==> src/pcp_defines.svh <==
// Constants of the power controller port: codes, field positions and timing.
`ifndef PCP_DEFINES_SVH
`define PCP_DEFINES_SVH
// ----------------------------------------------------------------------------
// Local monitor message layout
// ----------------------------------------------------------------------------
`define PCP_MON_HDR 8'h80
`define PCP_OP_MSB 7
`define PCP_OP_LSB 5
`define PCP_DATA_MSB 4
`define PCP_DATA_LSB 2
`define PCP_ADDR_MSB 1
`define PCP_ADDR_LSB 0
`define PCP_OP_WRITE 3'h3
`define PCP_OP_READ 3'h2
`define PCP_FEED_REQ_BYTE 8'hf0
`define PCP_ANS_PAD 5'h00
// ----------------------------------------------------------------------------
// C/I codes
// ----------------------------------------------------------------------------
`define PCP_CI_INT 4'h6
`define PCP_CI_POWER_OFF 4'h3
`define PCP_CI_LTD 4'h3
`define PCP_CI_SOFT_RST 4'h1
`define PCP_INT_FRAMES 3'h4
// ----------------------------------------------------------------------------
// Timing
// ----------------------------------------------------------------------------
`define PCP_CLK_NS 20
`define PCP_STROBE_NS 100
`define PCP_STROBE_CYC ((`PCP_STROBE_NS + `PCP_CLK_NS - 1) / `PCP_CLK_NS)
`define PCP_FEED_BITS 4'h8
`define PCP_SYNC_W 6
`endif

==> src/pcp_pkg.sv <==
// Types shared by the power controller port modules.
package pcp_pkg;
  typedef enum logic [1:0] {
    PCP_ACC_IDLE = 2'b00,
    PCP_ACC_SETUP = 2'b01,
    PCP_ACC_STROBE = 2'b10,
    PCP_ACC_HOLD = 2'b11
  } pcp_acc_state_t;
  typedef enum logic {
    PCP_MODE_NT = 1'b0,
    PCP_MODE_LT = 1'b1
  } pcp_mode_t;
endpackage

==> src/pcp_acc_if.sv <==
// Carrier between the command decoder and the port access sequencer.
`timescale 1ns/1ps
interface pcp_acc_if;
  logic start;
  logic is_read;
  logic [1:0] addr;
  logic [2:0] wdata;
  logic busy;
  logic done;
  logic [2:0] rdata;
  logic [2:0] pin_data_in;
  logic [2:0] pin_data_out;
  logic [2:0] pin_data_oe_n;
  logic [1:0] pin_addr;
  logic pin_rd_n;
  logic pin_wr_n;
  modport ctrl (output start, is_read, addr, wdata, pin_data_in,
                input busy, done, rdata, pin_data_out, pin_data_oe_n, pin_addr, pin_rd_n, pin_wr_n);
  modport seq (input start, is_read, addr, wdata, pin_data_in,
               output busy, done, rdata, pin_data_out, pin_data_oe_n, pin_addr, pin_rd_n, pin_wr_n);
endinterface

==> src/pcp_port_seq.sv <==
// Port access sequencer: address latch, data drive and read/write strobes.
`timescale 1ns/1ps
`include "pcp_defines.svh"
module pcp_port_seq #(
  parameter int STROBE_CYC = `PCP_STROBE_CYC
) (
  input wire logic sys_clk, // System clock
  input wire logic nrst, // Async reset, active low
  pcp_acc_if.seq acc // Access requests and pins
);
  import pcp_pkg::*;

  pcp_acc_state_t state, next_state;
  logic [3:0] cnt, next_cnt;
  logic [1:0] addr, next_addr;
  logic [2:0] dout, next_dout;
  logic [2:0] oe_n, next_oe_n;
  logic rd_n, next_rd_n;
  logic wr_n, next_wr_n;
  logic rd_op, next_rd_op;
  logic done, next_done;
  logic [2:0] rdata, next_rdata;

  // --------------------------------------------------------------------------
  // Access sequence
  // --------------------------------------------------------------------------
  always_comb begin
    next_state = state;
    next_cnt = cnt;
    next_addr = addr;
    next_dout = dout;
    next_oe_n = oe_n;
    next_rd_n = 1'b1;
    next_wr_n = 1'b1;
    next_rd_op = rd_op;
    next_done = 1'b0;
    next_rdata = rdata;
    unique case (state)
      PCP_ACC_IDLE: begin
        if (acc.start) begin
          next_addr = acc.addr;
          next_rd_op = acc.is_read;
          next_dout = acc.wdata;
          next_oe_n = acc.is_read ? 3'h7 : 3'h0;
          next_state = PCP_ACC_SETUP;
        end
      end
      PCP_ACC_SETUP: begin
        next_cnt = 4'(STROBE_CYC - 1);
        next_rd_n = ~rd_op;
        next_wr_n = rd_op;
        next_state = PCP_ACC_STROBE;
      end
      PCP_ACC_STROBE: begin
        if (cnt == 4'h0) begin
          if (rd_op) begin
            next_rdata = acc.pin_data_in;
          end
          next_state = PCP_ACC_HOLD;
        end else begin
          next_cnt = cnt - 4'h1;
          next_rd_n = rd_n;
          next_wr_n = wr_n;
        end
      end
      PCP_ACC_HOLD: begin
        // Write data is not held after the access
        next_oe_n = 3'h7;
        next_done = 1'b1;
        next_state = PCP_ACC_IDLE;
      end
    endcase
  end

  always_ff @(posedge sys_clk or negedge nrst) begin
    if (!nrst) begin
      state <= PCP_ACC_IDLE;
      cnt <= 4'h0;
      addr <= 2'h0;
      dout <= 3'h0;
      oe_n <= 3'h7;
      rd_n <= 1'b1;
      wr_n <= 1'b1;
      rd_op <= 1'b0;
      done <= 1'b0;
      rdata <= 3'h0;
    end else begin
      state <= next_state;
      cnt <= next_cnt;
      addr <= next_addr;
      dout <= next_dout;
      oe_n <= next_oe_n;
      rd_n <= next_rd_n;
      wr_n <= next_wr_n;
      rd_op <= next_rd_op;
      done <= next_done;
      rdata <= next_rdata;
    end
  end

  assign acc.busy = (state != PCP_ACC_IDLE);
  assign acc.done = done;
  assign acc.rdata = rdata;
  assign acc.pin_addr = addr;
  assign acc.pin_data_out = dout;
  assign acc.pin_data_oe_n = oe_n;
  assign acc.pin_rd_n = rd_n;
  assign acc.pin_wr_n = wr_n;
endmodule

==> src/pcp_top.sv <==
// Power controller port: peripheral port, interrupt reporting, supply pins.
//
// Summary of operation
// - Three data, two address, strobes, interrupt input
// - Address outputs stay latched between accesses
// - Port accessed only by local monitor commands
// - Any interrupt edge sends code 0110, four frames, except while LT primary high sends 0011
// - Write latches address, drives unlatched data
// - Read latches address, samples data, answers
// - Port and interrupt same in LT, NT
// - NT: supply status inputs copied upstream
// - NT auto: close-loop command sets supply disable
// - NT: return-normal or reset clears disable
// - LT: primary high sends 0011, test, drops link
// - LT: feed value captured, reported on request
// - LT: line-disable C/I 0011 sets supply disable
// - Soft reset leaves supply disable unchanged
// - LT: disable high keeps test state
// - Maintenance via IOM in LT, overhead in NT
// - Feed answer sent in next IOM frame
// - Primary sets M42, secondary sets M43, level
`timescale 1ns/1ps
`include "pcp_defines.svh"
module pcp_top (
  input wire logic sys_clk, // 50 MHz system clock
  input wire logic nrst, // Async reset, active low
  input wire pcp_pkg::pcp_mode_t mode, // LT or NT operation
  input wire logic auto_mode, // NT auto-mode select
  input wire logic frame_sync, // IOM frame start pulse
  input wire logic b1_bit_en, // B1 bit sample pulse
  input wire logic mon_valid, // Local monitor message strobe
  input wire logic [7:0] mon_hdr, // Message first byte
  input wire logic [7:0] mon_data, // Message second byte
  input wire logic ci_rx_valid, // Received C/I code strobe
  input wire logic [3:0] ci_rx_code, // Received C/I code
  input wire logic [3:0] ci_tx_default, // C/I code from the core
  input wire logic eoc_close_loop, // close_full_loop_command seen
  input wire logic eoc_return_normal, // return_normal_command seen
  input wire logic [2:0] port_data_in, // port_data_bits pin levels
  input wire logic port_int_in, // Peripheral interrupt pin
  input wire logic primary_supply_status, // Primary status pin
  input wire logic secondary_supply_status, // Secondary status / feed serial pin
  output logic [2:0] port_data_out, // port_data_bits drive value
  output logic [2:0] port_data_oe_n, // Data drive enable, active low
  output logic [1:0] port_addr_bits, // Latched address
  output logic port_read_strobe_n, // Read strobe, active low
  output logic port_write_strobe_n, // Write strobe, active low
  output logic ans_valid, // Answer message strobe
  output logic [7:0] ans_data, // Answer second byte
  output logic [3:0] ci_tx_code, // C/I code to send
  output logic supply_disable_output, // Supply disable pin
  output logic force_test_state, // Hold core in test, drop link
  output logic soft_reset_req, // Soft reset pulse to the core
  output logic oh_m42, // Upstream overhead M42
  output logic oh_m43 // Upstream overhead M43
);
  import pcp_pkg::*;

  pcp_acc_if acc ();

  pcp_port_seq u_seq (
    .sys_clk(sys_clk),
    .nrst(nrst),
    .acc(acc)
  );

  // --------------------------------------------------------------------------
  // Pin synchronisers
  // --------------------------------------------------------------------------
  // Bits: 0-2 data, 3 interrupt, 4 primary, 5 secondary
  logic [`PCP_SYNC_W-1:0] pin_raw, s1, s2, s3, stable, next_stable;
  assign pin_raw = {secondary_supply_status, primary_supply_status, port_int_in, port_data_in};

  genvar gi;
  generate
    for (gi = 0; gi < `PCP_SYNC_W; gi++) begin : g_sync
      // A change counts only once two later stages agree
      always_comb begin
        next_stable[gi] = (s2[gi] == s3[gi]) ? s3[gi] : stable[gi];
      end
    end
  endgenerate

  always_ff @(posedge sys_clk or negedge nrst) begin
    if (!nrst) begin
      s1 <= '0;
      s2 <= '0;
      s3 <= '0;
      stable <= '0;
    end else begin
      s1 <= pin_raw;
      s2 <= s1;
      s3 <= s2;
      stable <= next_stable;
    end
  end

  logic is_lt;
  logic int_edge;
  assign is_lt = (mode == PCP_MODE_LT);
  assign int_edge = (next_stable[3] != stable[3]);
  assign acc.pin_data_in = stable[2:0];

  // --------------------------------------------------------------------------
  // Command decode and answers
  // --------------------------------------------------------------------------
  logic mon_ok, wr_cmd, rd_cmd, feed_cmd;
  logic rd_wait, next_rd_wait;
  logic ans_pend, next_ans_pend;
  logic [7:0] ans_buf, next_ans_buf;
  logic next_ans_valid;
  logic [7:0] next_ans_data;
  logic [7:0] feed_val, next_feed_val;
  logic [7:0] feed_sh, next_feed_sh;
  logic [3:0] feed_cnt, next_feed_cnt;

  // One command in flight; others are ignored until its access ends or its answer leaves
  assign mon_ok = mon_valid && (mon_hdr == `PCP_MON_HDR) && !acc.busy && !rd_wait && !ans_pend;
  assign wr_cmd = mon_ok && (mon_data[`PCP_OP_MSB:`PCP_OP_LSB] == `PCP_OP_WRITE);
  assign rd_cmd = mon_ok && (mon_data[`PCP_OP_MSB:`PCP_OP_LSB] == `PCP_OP_READ);
  assign feed_cmd = mon_ok && is_lt && (mon_data == `PCP_FEED_REQ_BYTE);

  assign acc.start = wr_cmd || rd_cmd;
  assign acc.is_read = rd_cmd;
  assign acc.addr = mon_data[`PCP_ADDR_MSB:`PCP_ADDR_LSB];
  assign acc.wdata = mon_data[`PCP_DATA_MSB:`PCP_DATA_LSB];

  always_comb begin
    next_rd_wait = rd_wait;
    next_ans_pend = ans_pend;
    next_ans_buf = ans_buf;
    next_ans_valid = 1'b0;
    next_ans_data = ans_data;
    if (rd_cmd) begin
      next_rd_wait = 1'b1;
    end
    if (rd_wait && acc.done) begin
      next_rd_wait = 1'b0;
      next_ans_pend = 1'b1;
      next_ans_buf = {acc.rdata, `PCP_ANS_PAD};
    end
    if (feed_cmd) begin
      next_ans_pend = 1'b1;
      next_ans_buf = feed_val;
    end
    if (ans_pend && frame_sync) begin
      next_ans_pend = 1'b0;
      next_ans_valid = 1'b1;
      next_ans_data = ans_buf;
    end
  end

  // Feed value arrives MSB first in the B1 slot; frame start realigns
  always_comb begin
    next_feed_sh = feed_sh;
    next_feed_cnt = feed_cnt;
    next_feed_val = feed_val;
    if (frame_sync) begin
      next_feed_cnt = 4'h0;
    end else if (is_lt && b1_bit_en && feed_cnt != `PCP_FEED_BITS) begin
      next_feed_sh = {feed_sh[6:0], stable[5]};
      next_feed_cnt = feed_cnt + 4'h1;
      if (feed_cnt == `PCP_FEED_BITS - 4'h1) begin
        next_feed_val = {feed_sh[6:0], stable[5]};
      end
    end
  end

  always_ff @(posedge sys_clk or negedge nrst) begin
    if (!nrst) begin
      rd_wait <= 1'b0;
      ans_pend <= 1'b0;
      ans_buf <= 8'h00;
      ans_valid <= 1'b0;
      ans_data <= 8'h00;
      feed_sh <= 8'h00;
      feed_cnt <= 4'h0;
      feed_val <= 8'h00;
    end else begin
      rd_wait <= next_rd_wait;
      ans_pend <= next_ans_pend;
      ans_buf <= next_ans_buf;
      ans_valid <= next_ans_valid;
      ans_data <= next_ans_data;
      feed_sh <= next_feed_sh;
      feed_cnt <= next_feed_cnt;
      feed_val <= next_feed_val;
    end
  end

  // --------------------------------------------------------------------------
  // C/I reporting and maintenance pins
  // --------------------------------------------------------------------------
  logic [2:0] int_cnt, next_int_cnt;
  logic [3:0] next_ci;
  logic next_dis, next_test, next_soft, next_m42, next_m43;
  logic ltd_rx, soft_rx, power_off;
  assign ltd_rx = ci_rx_valid && (ci_rx_code == `PCP_CI_LTD);
  assign soft_rx = ci_rx_valid && (ci_rx_code == `PCP_CI_SOFT_RST);
  assign power_off = is_lt && stable[4];

  always_comb begin
    next_int_cnt = int_cnt;
    if (frame_sync && int_cnt != 3'h0) begin
      next_int_cnt = int_cnt - 3'h1;
    end
    // A new edge restarts the count, even in a frame boundary cycle
    if (int_edge) begin
      next_int_cnt = `PCP_INT_FRAMES;
    end
    if (power_off) begin
      next_ci = `PCP_CI_POWER_OFF;
    end else if (next_int_cnt != 3'h0) begin
      next_ci = `PCP_CI_INT;
    end else begin
      next_ci = ci_tx_default;
    end
    next_dis = supply_disable_output;
    if (is_lt) begin
      if (ltd_rx) begin
        next_dis = 1'b1;
      end
    end else begin
      if (eoc_return_normal) begin
        next_dis = 1'b0;
      end
      if (auto_mode && eoc_close_loop) begin
        next_dis = 1'b1;
      end
    end
    // Soft reset goes to the core only; the disable pin is untouched
    next_soft = soft_rx;
    next_test = is_lt && (power_off || next_dis);
    next_m42 = !is_lt && stable[4];
    next_m43 = !is_lt && stable[5];
  end

  always_ff @(posedge sys_clk or negedge nrst) begin
    if (!nrst) begin
      int_cnt <= 3'h0;
      ci_tx_code <= 4'h0;
      supply_disable_output <= 1'b0;
      force_test_state <= 1'b0;
      soft_reset_req <= 1'b0;
      oh_m42 <= 1'b0;
      oh_m43 <= 1'b0;
    end else begin
      int_cnt <= next_int_cnt;
      ci_tx_code <= next_ci;
      supply_disable_output <= next_dis;
      force_test_state <= next_test;
      soft_reset_req <= next_soft;
      oh_m42 <= next_m42;
      oh_m43 <= next_m43;
    end
  end

  // Port pins straight from sequencer flops
  assign port_data_out = acc.pin_data_out;
  assign port_data_oe_n = acc.pin_data_oe_n;
  assign port_addr_bits = acc.pin_addr;
  assign port_read_strobe_n = acc.pin_rd_n;
  assign port_write_strobe_n = acc.pin_wr_n;
endmodule

==> config.mk <==
export PLATFORM = sky130hd
export DESIGN_NAME = pcp_top
export DESIGN_NICKNAME = d
export VERILOG_FILES = /design/src/pcp_pkg.sv /design/src/pcp_acc_if.sv /design/src/pcp_port_seq.sv /design/src/pcp_top.sv
export VERILOG_INCLUDE_DIRS = /design/src
export SDC_FILE = /design/constraint.sdc
export NUM_CORES = 1
export LEC_CHECK = 0
export BUFFER_PORTS_ARGS = -buffer_cell sky130_fd_sc_hd__buf_4
export CORE_ASPECT_RATIO = 2
export CORE_MARGIN = 10
export CORE_UTILIZATION = 55
export CTS_CLUSTER_SIZE = 8
export DETAILED_ROUTE_END_ITERATION = 10
export PLACE_DENSITY = 0.86
export SYNTH_ARGS = -nofsm -noshare
export SYNTH_HDL_FRONTEND = slang
export SYNTH_SLANG_ARGS = --single-unit
==> constraint.sdc <==
create_clock -name sys_clk -period 2.15 [get_ports sys_clk]
set_input_delay 0.3225 -clock sys_clk [delete_from_list [all_inputs] [get_ports sys_clk]]
set_output_delay 0.3225 -clock sys_clk [all_outputs]
set_load 0.02 [all_outputs]
==> flow_metrics.tcl, run 1 <==
set metrics [dict create \
    finalSetupViolations 0 \
    path_max_fanout 4 \
    crit_type "flop to flop" \
    hold_viol_final 0 \
    cts.sinks 93 \
    fin_nets 407 \
    antenna_found_initial 0 \
    io_buffers 67 \
    ant_nets 0 \
    top_layer "met4" \
    drive_gt1_frac 0.349 \
    worstPathArrival_ps 2240 \
    dp_cells 432 \
    skew_ps 6.00 \
    worst_pin_slew_ps 446 \
    syn-num-nets 334 \
    wl_met2_um 4500 \
    finalCritPeriodShare 0.936 \
    num_rows 42 \
    synth_top_area_frac 0.606 \
    cts_resized 0 \
    synthCells 283 \
    wl_met3_um 365 \
    finalNonFillerCells 449 \
    hp-class "primary input to flop" \
    firstDrtPassIters 4 \
    fp.dieH_um 136 \
    end_kind "flop" \
    yosysTopAreaCell "dfrtp_1" \
    drt_iter0_markers 202 \
    layout_common_cells "dfrtp_1, buf_4, mux2_2" \
    cts_buffers 9 \
    timing.fmax_mhz 497 \
    whs_path_depth 1 \
    grt_max_degree 39 \
    rsz0062_at_grt "false" \
    die_w_um 78.1 \
    peakVddDrop_mv 0.656 \
    slew_viol_final 0 \
    cp.required_ps 2380 \
    track_usage 0.150 \
    routabilityCongestion 0.795 \
    outcome "completed" \
    initial_utilization 0.562 \
    tns_ps 0 \
    path_clk_slew_ps 60 \
    maxCapViolCount 0 \
    synth-edff-count 0 \
    seq_area_frac_synth 0.627 \
    clk_latency_ps 340 \
    synth.cell_area_um2 3720 \
    grt_pass1_wl_um 12500 \
    period_minus_slack_ps 2010 \
    fin_util 0.704 \
    htree_num_levels 3 \
    nFillCells 475 \
    ys_async_sr_fraction 1.00 \
    relSlewSlack 0.700 \
    core_um2 6620 \
    io_pins 68 \
    wirelength_um 7730 \
    dpl.hpwl_um 5790 \
    cts_tree "yes" \
    p_leak_nw 2.27 \
    drc_errors 0 \
    final_common_cell "dfrtp_1" \
    powerDensity_nw_per_um2 1050 \
    clock_path_buffers 2 \
    die_area_um2 10600 \
    r2r_cells 7 \
    synth_area_per_cell_um2 13.1 \
    root_buffer "clkbuf_16" \
    via_per_inst 5.37 \
    antenna_cells 0 \
    synth-seq-cells 93 \
    grt_overflow 0 \
    ys_types 46 \
    holdWs_ps 85.1 \
    wl_per_cell_um 17.2 \
    startpoint_type "flop" \
    synth_ff_type "dfrtp_1" \
    areaGrowthSynthToFinish_pct 25.3 \
    yosysWarnings 0 \
    r2r_setup_slack_ps 140 \
    via_count 2411 \
    synth.area.top_cells "dfrtp_1, mux2_2, ha_1" \
    m1WireLength_um 2670 \
    grt_pass1_vias 2704 \
]
==> layout make-up <==
cell class              instances  area, um2  area share
multi-input cells             158       1250       0.268
inverters                      23       86.3      0.0185
repair buffers                 71        548       0.118
clock inverters                 4       97.6      0.0209
well taps                      88        110      0.0236
clock buffers                  12        236      0.0508
flip-flops and latches         93       2330       0.500
==> cell families (layout without fill, tap and decap cells) <==
family                     after synthesis  count (layout)  share of synthesized area
AOI/OAI and AO/OA                       38              38                     0.0764
buffers and inverters                   32             110                     0.0370
adders and majority gates               17              17                     0.0532
DFF                                     93              93                      0.627
xor gates and xnor gates                 4               4                    0.00942
muxes                                   29              29                     0.0875
and+or+nand+nor                         70              70                      0.110
==> synth_stat cells, types with 2 or more instances <==
library cell	number
mux2_2	28
buf_2	2
and2_1	2
o21ai_0	11
dfrtp_1	90
nand3b_1	2
and4_1	2
nand2_1	16
a221o_1	3
a31oi_1	3
buf_4	4
nand2b_1	4
nand3_1	8
nor2b_1	3
o31ai_1	6
and2b_2	2
nor4_1	3
inv_1	23
o21a_1	3
a21oi_1	2
xnor2_1	3
or3b_2	3
and3_1	5
clkbuf_1	3
ha_1	11
a31o_2	3
dfstp_2	3
maj3_1	6
nor3b_1	2
nor2_1	11
==> routing by layer <==
metal,global-route usage,vias to the layer above
li1,-,1124
met1,0.134,1210
met2,0.285,59
met3,0.0516,18
met4,0.0762,0
met5,0,-
==> metrics by stage <==
stage	area (um2)	total power, mW	worst slack [ps]
3_5_place_dp	4320	3.14	143
3_3_place_gp	4320	3.06	237
6_report	4660	4.89	139
5_1_grt	4660	5.12	23.1
4_1_cts	4660	4.92	139
2_1_floorplan	3720	2.78	278
==> power breakdown <==
group | total, mW | internal [mW] | switching, mW
Combinational | 0.942 | 0.447 | 0.495
Sequential | 2.18 | 2.00 | 0.175
Clock | 1.77 | 1.14 | 0.630
==> timing repair <==
action | 4_1_cts | 5_1_grt
hold buffers | 1 | 0
setup buffers | 0 | 0
hold endpoints to repair | 29 | 0
==> state kept, by name (all words and copies together), names as in the netlist, 2 cells and up <==
register	cells
u_seq.state	2
ci_tx_code	4
feed_sh	7
s3	6
s2	6
int_cnt	3
stable	6
u_seq.acc.pin_addr	2
ans_buf	8
ans_data	8
feed_cnt	4
u_seq.cnt	4
u_seq.acc.rdata	3
feed_val	8
u_seq.acc.pin_data_out	3
s1	6
==> worst max-delay path, stage by stage (launching register included) <==
cell and delay (ps):
dfrtp_1 400, inv_1 60, ha_1 200, ha_1 270, or3b_2 470, o2111ai_1 190, nor2b_1 110, and3_1 200
==> worst paths after layout <==
kind / to / from
min reg2reg: s2[4] / s1[4]
min in group asynchronous: s1[1] / nrst
max: ci_tx_code[3] / int_cnt[0]
max in group asynchronous: ci_tx_code[0] / nrst
min: s1[0] / port_data_in[0]
max reg2reg: ci_tx_code[3] / int_cnt[0]
Note: power is estimated with default switching activity, not from simulation.
==> inputs of run 2 (changes only) <==
--- a/config.mk
+++ b/config.mk
@@ -8,11 +8,10 @@
 export LEC_CHECK = 0
 export BUFFER_PORTS_ARGS = -buffer_cell sky130_fd_sc_hd__buf_4
 export CORE_ASPECT_RATIO = 2
-export CORE_MARGIN = 10
-export CORE_UTILIZATION = 55
+export CORE_UTILIZATION = 49
 export CTS_CLUSTER_SIZE = 8
 export DETAILED_ROUTE_END_ITERATION = 10
-export PLACE_DENSITY = 0.86
+export PLACE_DENSITY = 0.81
 export SYNTH_ARGS = -nofsm -noshare
 export SYNTH_HDL_FRONTEND = slang
 export SYNTH_SLANG_ARGS = --single-unit
==> constraint.sdc (replaced) <==
create_clock -name sys_clk -period 1.7 [get_ports sys_clk]
set_input_delay 0.255 -clock sys_clk [delete_from_list [all_inputs] [get_ports sys_clk]]
set_output_delay 0.255 -clock sys_clk [all_outputs]
set_load 0.02 [all_outputs]
==> run 2 against run 1 <==
Compared with the run above:
- first-iteration DRC count fell by 57%
- critical path depth did not move
- clock power rose by 16%
- global-route usage rose by 5.8 points
- setup slack got worse by 110 ps
- sequential power rose by 26%
- critical path type unchanged
==> flow_metrics.tcl, run 2 (same netlist as run 1, synthesis figures left out) <==
set metrics [dict create \
    antenna_cells 0 \
    wirelength_um 7420 \
    worstPathArrival_ps 1960 \
    grt_pass1_vias 2725 \
    fp.dieH_um 125 \
    path_cells "inv_2, ha_2, ha_4, or3b_4, o2111ai_4, nand2b_4, o21a_1" \
    core_um2 7320 \
    fin_util 0.677 \
    outcome "completed" \
    holdWs_ps 11.0 \
    p_int_mw 4.62 \
    antenna_found_initial 0 \
    initial_utilization 0.508 \
    wl_per_cell_um 15.6 \
    grt_pass1_wl_um 12400 \
    io_pins 68 \
    path_max_fanout 3 \
    clk_latency_ps 350 \
    die_area_um2 7960 \
    worst_pin_slew_ps 476 \
    period_minus_slack_ps 1670 \
    die_w_um 63.6 \
    areaGrowthSynthToFinish_pct 33.2 \
    ant_nets 0 \
    grt.met2_usage 0.381 \
    dpl.hpwl_um 5430 \
    switchingPower_mw 1.87 \
    finalSetupViolations 0 \
    cts_tree "yes" \
    layout_common_cells "dfrtp_1, buf_4, mux2_2" \
    routabilityCongestion 0.775 \
    finalCritPeriodShare 0.983 \
    cp.required_ps 1990 \
    startpoint_type "flop" \
    grt_use_met3 0.0502 \
    maxCapViolCount 0 \
    slew_viol_final 0 \
    seqCellArea_um2 2330 \
    p_leak_nw 2.40 \
    grtUsageMet1 0.216 \
    drt_iter0_markers 86 \
    skew_ps 5.75 \
    root_buffer "clkbuf_16" \
    relSlewSlack 0.683 \
    whs_path_depth 1 \
    firstDrtPassIters 6 \
    max_stage_delay_ps 400 \
    via_count 2507 \
    drive_gt1_frac 0.448 \
    clkPwrFrac 0.318 \
    io_buffers 67 \
    cp_slowest_cell "dfrtp_1" \
    largest_registers "ans_buf: 8 flops, ans_data: 8 flops, feed_val: 8 flops" \
    multiInputGateArea_um2 1370 \
    grt_busiest_layer "met2" \
    hp-class "primary input to flop" \
    swShare 0.289 \
    fin_nets 430 \
    p_comb_frac 0.260 \
    hold_viol_final 0 \
    num_rows 44 \
    crit_type "flop to flop" \
    drc_errors 0 \
    track_usage 0.209 \
    clock_path_buffers 2 \
    end_kind "flop" \
    grt_overflow 0 \
    cts.sinks 93 \
    peakVddDrop_mv 0.934 \
    htree_num_levels 3 \
    grt_max_degree 37 \
    seqPwrFrac 0.422 \
    final_common_cell "dfrtp_1" \
    cts_buffers 9 \
    timing.fmax_mhz 598 \
    path_clk_slew_ps 70 \
    via_per_inst 5.27 \
    r2r_cells 7 \
    nFillCells 544 \
    powerDensity_nw_per_um2 1310 \
]
run 2: cell count changes in the layout (fill, tap and decap cells not counted), moves of 4 or more:
cell,delta
inv_1,-5
ha_1,-4
buf_4,+18
inv_2,+5
run 2: metal layers:
metal  vias to the layer above  share of wire
met4                         0          0.018
met5                         -              0
li1                       1173              -
met3                        10          0.044
met2                        76           0.58
met1                      1248           0.35
run 2: metrics by stage:
stage                     worst slack (ps)  TNS, ps  std cells  instance area (um2)  power [mW]
after floorplan                      -11.6    -34.8        283                 3760        3.57
after global placement                2.25        0        448                 4440        4.03
after detailed placement             -73.7     -402        448                 4440        4.15
after CTS                            -40.4    -78.2        469                 4830        6.31
after global routing                 -23.4    -55.0        476                 4950        6.84
final                                 28.6        0        476                 4950        6.49
run 2: power by group through the flow:
stage | clock (mW) | combinational (mW) | sequential [mW]
detailed placement | 0 | 1.38 | 2.77
finish | 2.06 | 1.69 | 2.74
floorplan | 0 | 0.785 | 2.79
global route | 2.21 | 1.86 | 2.78
global placement | 0 | 1.28 | 2.76
CTS | 2.11 | 1.46 | 2.73
run 2: area by class of cell:
type,count,area share
Inverter,23,0.0174
Clock inverter,6,0.0154
Sequential cell,93,0.471
Timing Repair Buffer,94,0.149
Clock buffer,10,0.0482
Multi-Input combinational cell,158,0.277
Tap cell,92,0.0232
run 2: final timing paths:
check	from	endpoint	slack, ps
hold / removal	port_int_in	s1[3]	10
hold reg to reg	s1[2]	s2[2]	350
min in group asynchronous	nrst	ans_data[7]	420
setup / recovery	int_cnt[1]	ci_tx_code[2]	30
setup reg to reg	int_cnt[1]	ci_tx_code[2]	30
max in group asynchronous	nrst	u_seq.acc.pin_rd_n	680
run 2: what timing repair did:
action | 4_1_cts | 5_1_grt
endpoints found under the hold margin | 34 | 0
hold buffers | 4 | 0
buffers inserted | 1 | 7
pin swaps | 0 | 6
gates cloned | 0 | 0
resized for setup | 6 | 18
setup endpoints to repair | 14 | 18
run 2: worst max-delay path, delay by kind of cell (launching register included):
kind / cells / cell delay (ps)
fa+ha+maj: 2 / 380
compound gates: 2 / 210
flops: 1 / 400
buf+inv: 1 / 70
simple gates: 2 / 550
==> inputs of run 3 (changes only) <==
==> constraint.sdc (replaced) <==
create_clock -name sys_clk -period 1.5 [get_ports sys_clk]
set_input_delay 0.225 -clock sys_clk [delete_from_list [all_inputs] [get_ports sys_clk]]
set_output_delay 0.225 -clock sys_clk [all_outputs]
set_load 0.02 [all_outputs]
==> run 3 against run 2 <==
Compared with the run above:
- sequential share of layout area fell by 3.7 points
- clock power rose by 11%
- critical path type unchanged
- the flow now finishes with violations (negative setup slack)
- hold slack better by 24 ps
- first-iteration DRC count grew 58%
- final area rose by 8.4%
- flip-flop and latch count is the same
- setup slack lost 160 ps
- global-route usage increased by 1.5 points
- combinational power grew 42%
- fmax increased by 2.3%
==> flow_metrics.tcl, run 3 (same netlist as run 1, synthesis figures left out) <==
set metrics [dict create \
    outcome "finished, violations left" \
    violations "negative setup slack" \
    cp.required_ps 1720 \
    dp_cells 470 \
    ant_nets 0 \
    fp.dieH_um 125 \
    clock_path_buffers 2 \
    die_area_um2 7960 \
    layout_common_cells "buf_4, dfrtp_1, mux2_4" \
    slew_viol_final 0 \
    die_w_um 63.6 \
    tns_ps -1810 \
    wl_per_cell_um 16.8 \
    drc_errors 0 \
    crit_path_frequent_cell "ha_4" \
    final_area_um2 5370 \
    worstPathArrival_ps 1850 \
    antenna_cells 0 \
    relSlewSlack 0.762 \
    num_rows 44 \
    finalNonFillerCells 506 \
    total_power_mw 7.80 \
    largest_registers "ans_buf: 8 flops, ans_data: 8 flops, feed_val: 8 flops" \
    p_leak_nw 2.60 \
    hold_viol_final 0 \
    wirelength_um 8510 \
    critPathTopFamily "simple AND/OR/NAND/NOR gates" \
    via_count 2679 \
    end_kind "flop" \
    final_common_cell "buf_4" \
    grt_overflow 0 \
    powerDensity_nw_per_um2 1450 \
    period_minus_slack_ps 1630 \
    max_stage_delay_ps 390 \
    drive_gt1_frac 0.517 \
    dpl-instance-area_um2 4700 \
    crit_buf_inv 1 \
    io_buffers 67 \
    cts_tree "yes" \
    fin_ws_ps -133 \
    r2r_setup_slack_ps -130 \
    nFillCells 471 \
    drt_iter0_markers 136 \
    peakVddDrop_mv 0.949 \
    cts.sinks 93 \
    path_max_fanout 3 \
    grt_pass1_wl_um 13400 \
    hp-class "primary input to flop" \
    path_clk_slew_ps 70 \
    clk_latency_ps 340 \
    initial_utilization 0.508 \
    core_um2 7320 \
    via_per_inst 5.29 \
    root_buffer "clkbuf_16" \
    fin_nets 460 \
    rsz0062_at_grt "true" \
    skew_ps 4.43 \
    areaGrowthSynthToFinish_pct 44.4 \
    firstDrtPassIters 4 \
    fin_util 0.733 \
    startpoint_type "flop" \
    grt_max_degree 46 \
    finalCritPeriodShare 1.09 \
    crit_type "flop to flop" \
    antenna_found_initial 0 \
    track_usage 0.224 \
    routabilityCongestion 0.770 \
    timing.fmax_mhz 612 \
    io_pins 68 \
    grt_pass1_vias 2897 \
    worst_pin_slew_ps 354 \
    cp_slowest_cell "or3b_4" \
    path_cells "inv_2, ha_4, ha_4, or3b_4, o2111ai_4, nand2b_4, o21ai_2" \
    dpl.hpwl_um 5520 \
    htree_num_levels 3 \
    maxCapViolCount 0 \
    cts_buffers 9 \
    finalSetupViolations 35 \
]
==> run 3: changes by cell type in the layout (fill, tap and decap cells not counted), moves of 3 or more <==
cell | previous run | this run
buf_4 | 87 | 109
mux2_2 | 28 | 11
mux2_4 | 0 | 17
inv_1 | 18 | 14
inv_2 | 5 | 9
buf_6 | 2 | 5
dlygate4sd3_1 | 4 | 7
ha_4 | 2 | 5
nand3_1 | 8 | 5
nand3_2 | 0 | 3
==> run 3: path summary, 6_finish.rpt <==
kind | from | endpoint | cells after the start
max | int_cnt[1] | ci_tx_code[0] | 7
min | ci_rx_code[1] | soft_reset_req | 2
max reg2reg | int_cnt[1] | ci_tx_code[0] | 7
min reg2reg | s1[2] | s2[2] | 0
max in group asynchronous | nrst | u_seq.acc.pin_data_oe_n[1] | 3
min in group asynchronous | nrst | u_seq.cnt[0] | 2
==> run 3: metrics by stage <==
stage	hold slack [ps]	setup WS, ps
3_3_place_gp	128	-114
3_5_place_dp	133	-140
2_1_floorplan	-70.6	-211
4_1_cts	28.9	-99.3
6_report	34.8	-133
5_1_grt	33.4	-192
==> run 3: timing repair <==
action / in CTS / in global routing
pin swaps: 6 / 5
buffers inserted: 9 / 4
endpoints found under the setup margin: 41 / 45
hold endpoints to repair: 22 / 0
hold buffers: 7 / 0
resized for setup: 25 / 23
==> run 3: layer usage <==
metal,global-route usage,up-vias,wire [um]
met3,0.0374,29,243
met4,0.132,0,334
met1,0.243,1337,3220
met2,0.397,79,4710
li1,-,1234,-
met5,0,-,0
==> run 3: area by class of cell <==
type,instances,area (um2),share of cell area
flip-flops and latches,93,2330,0.434
well taps,92,115,0.0214
repair buffers,124,1000,0.186
clock inverters,6,71.3,0.0133
multi-input cells,158,1540,0.286
clock buffers,10,229,0.0426
inverters,23,86.3,0.0161
==> run 3: power by group <==
group          total (mW)  switching (mW)  internal (mW)
Sequential           3.13           0.258           2.87
Clock                2.28           0.972           1.31
Combinational        2.40            1.07           1.32
Total                7.80            2.30           5.50
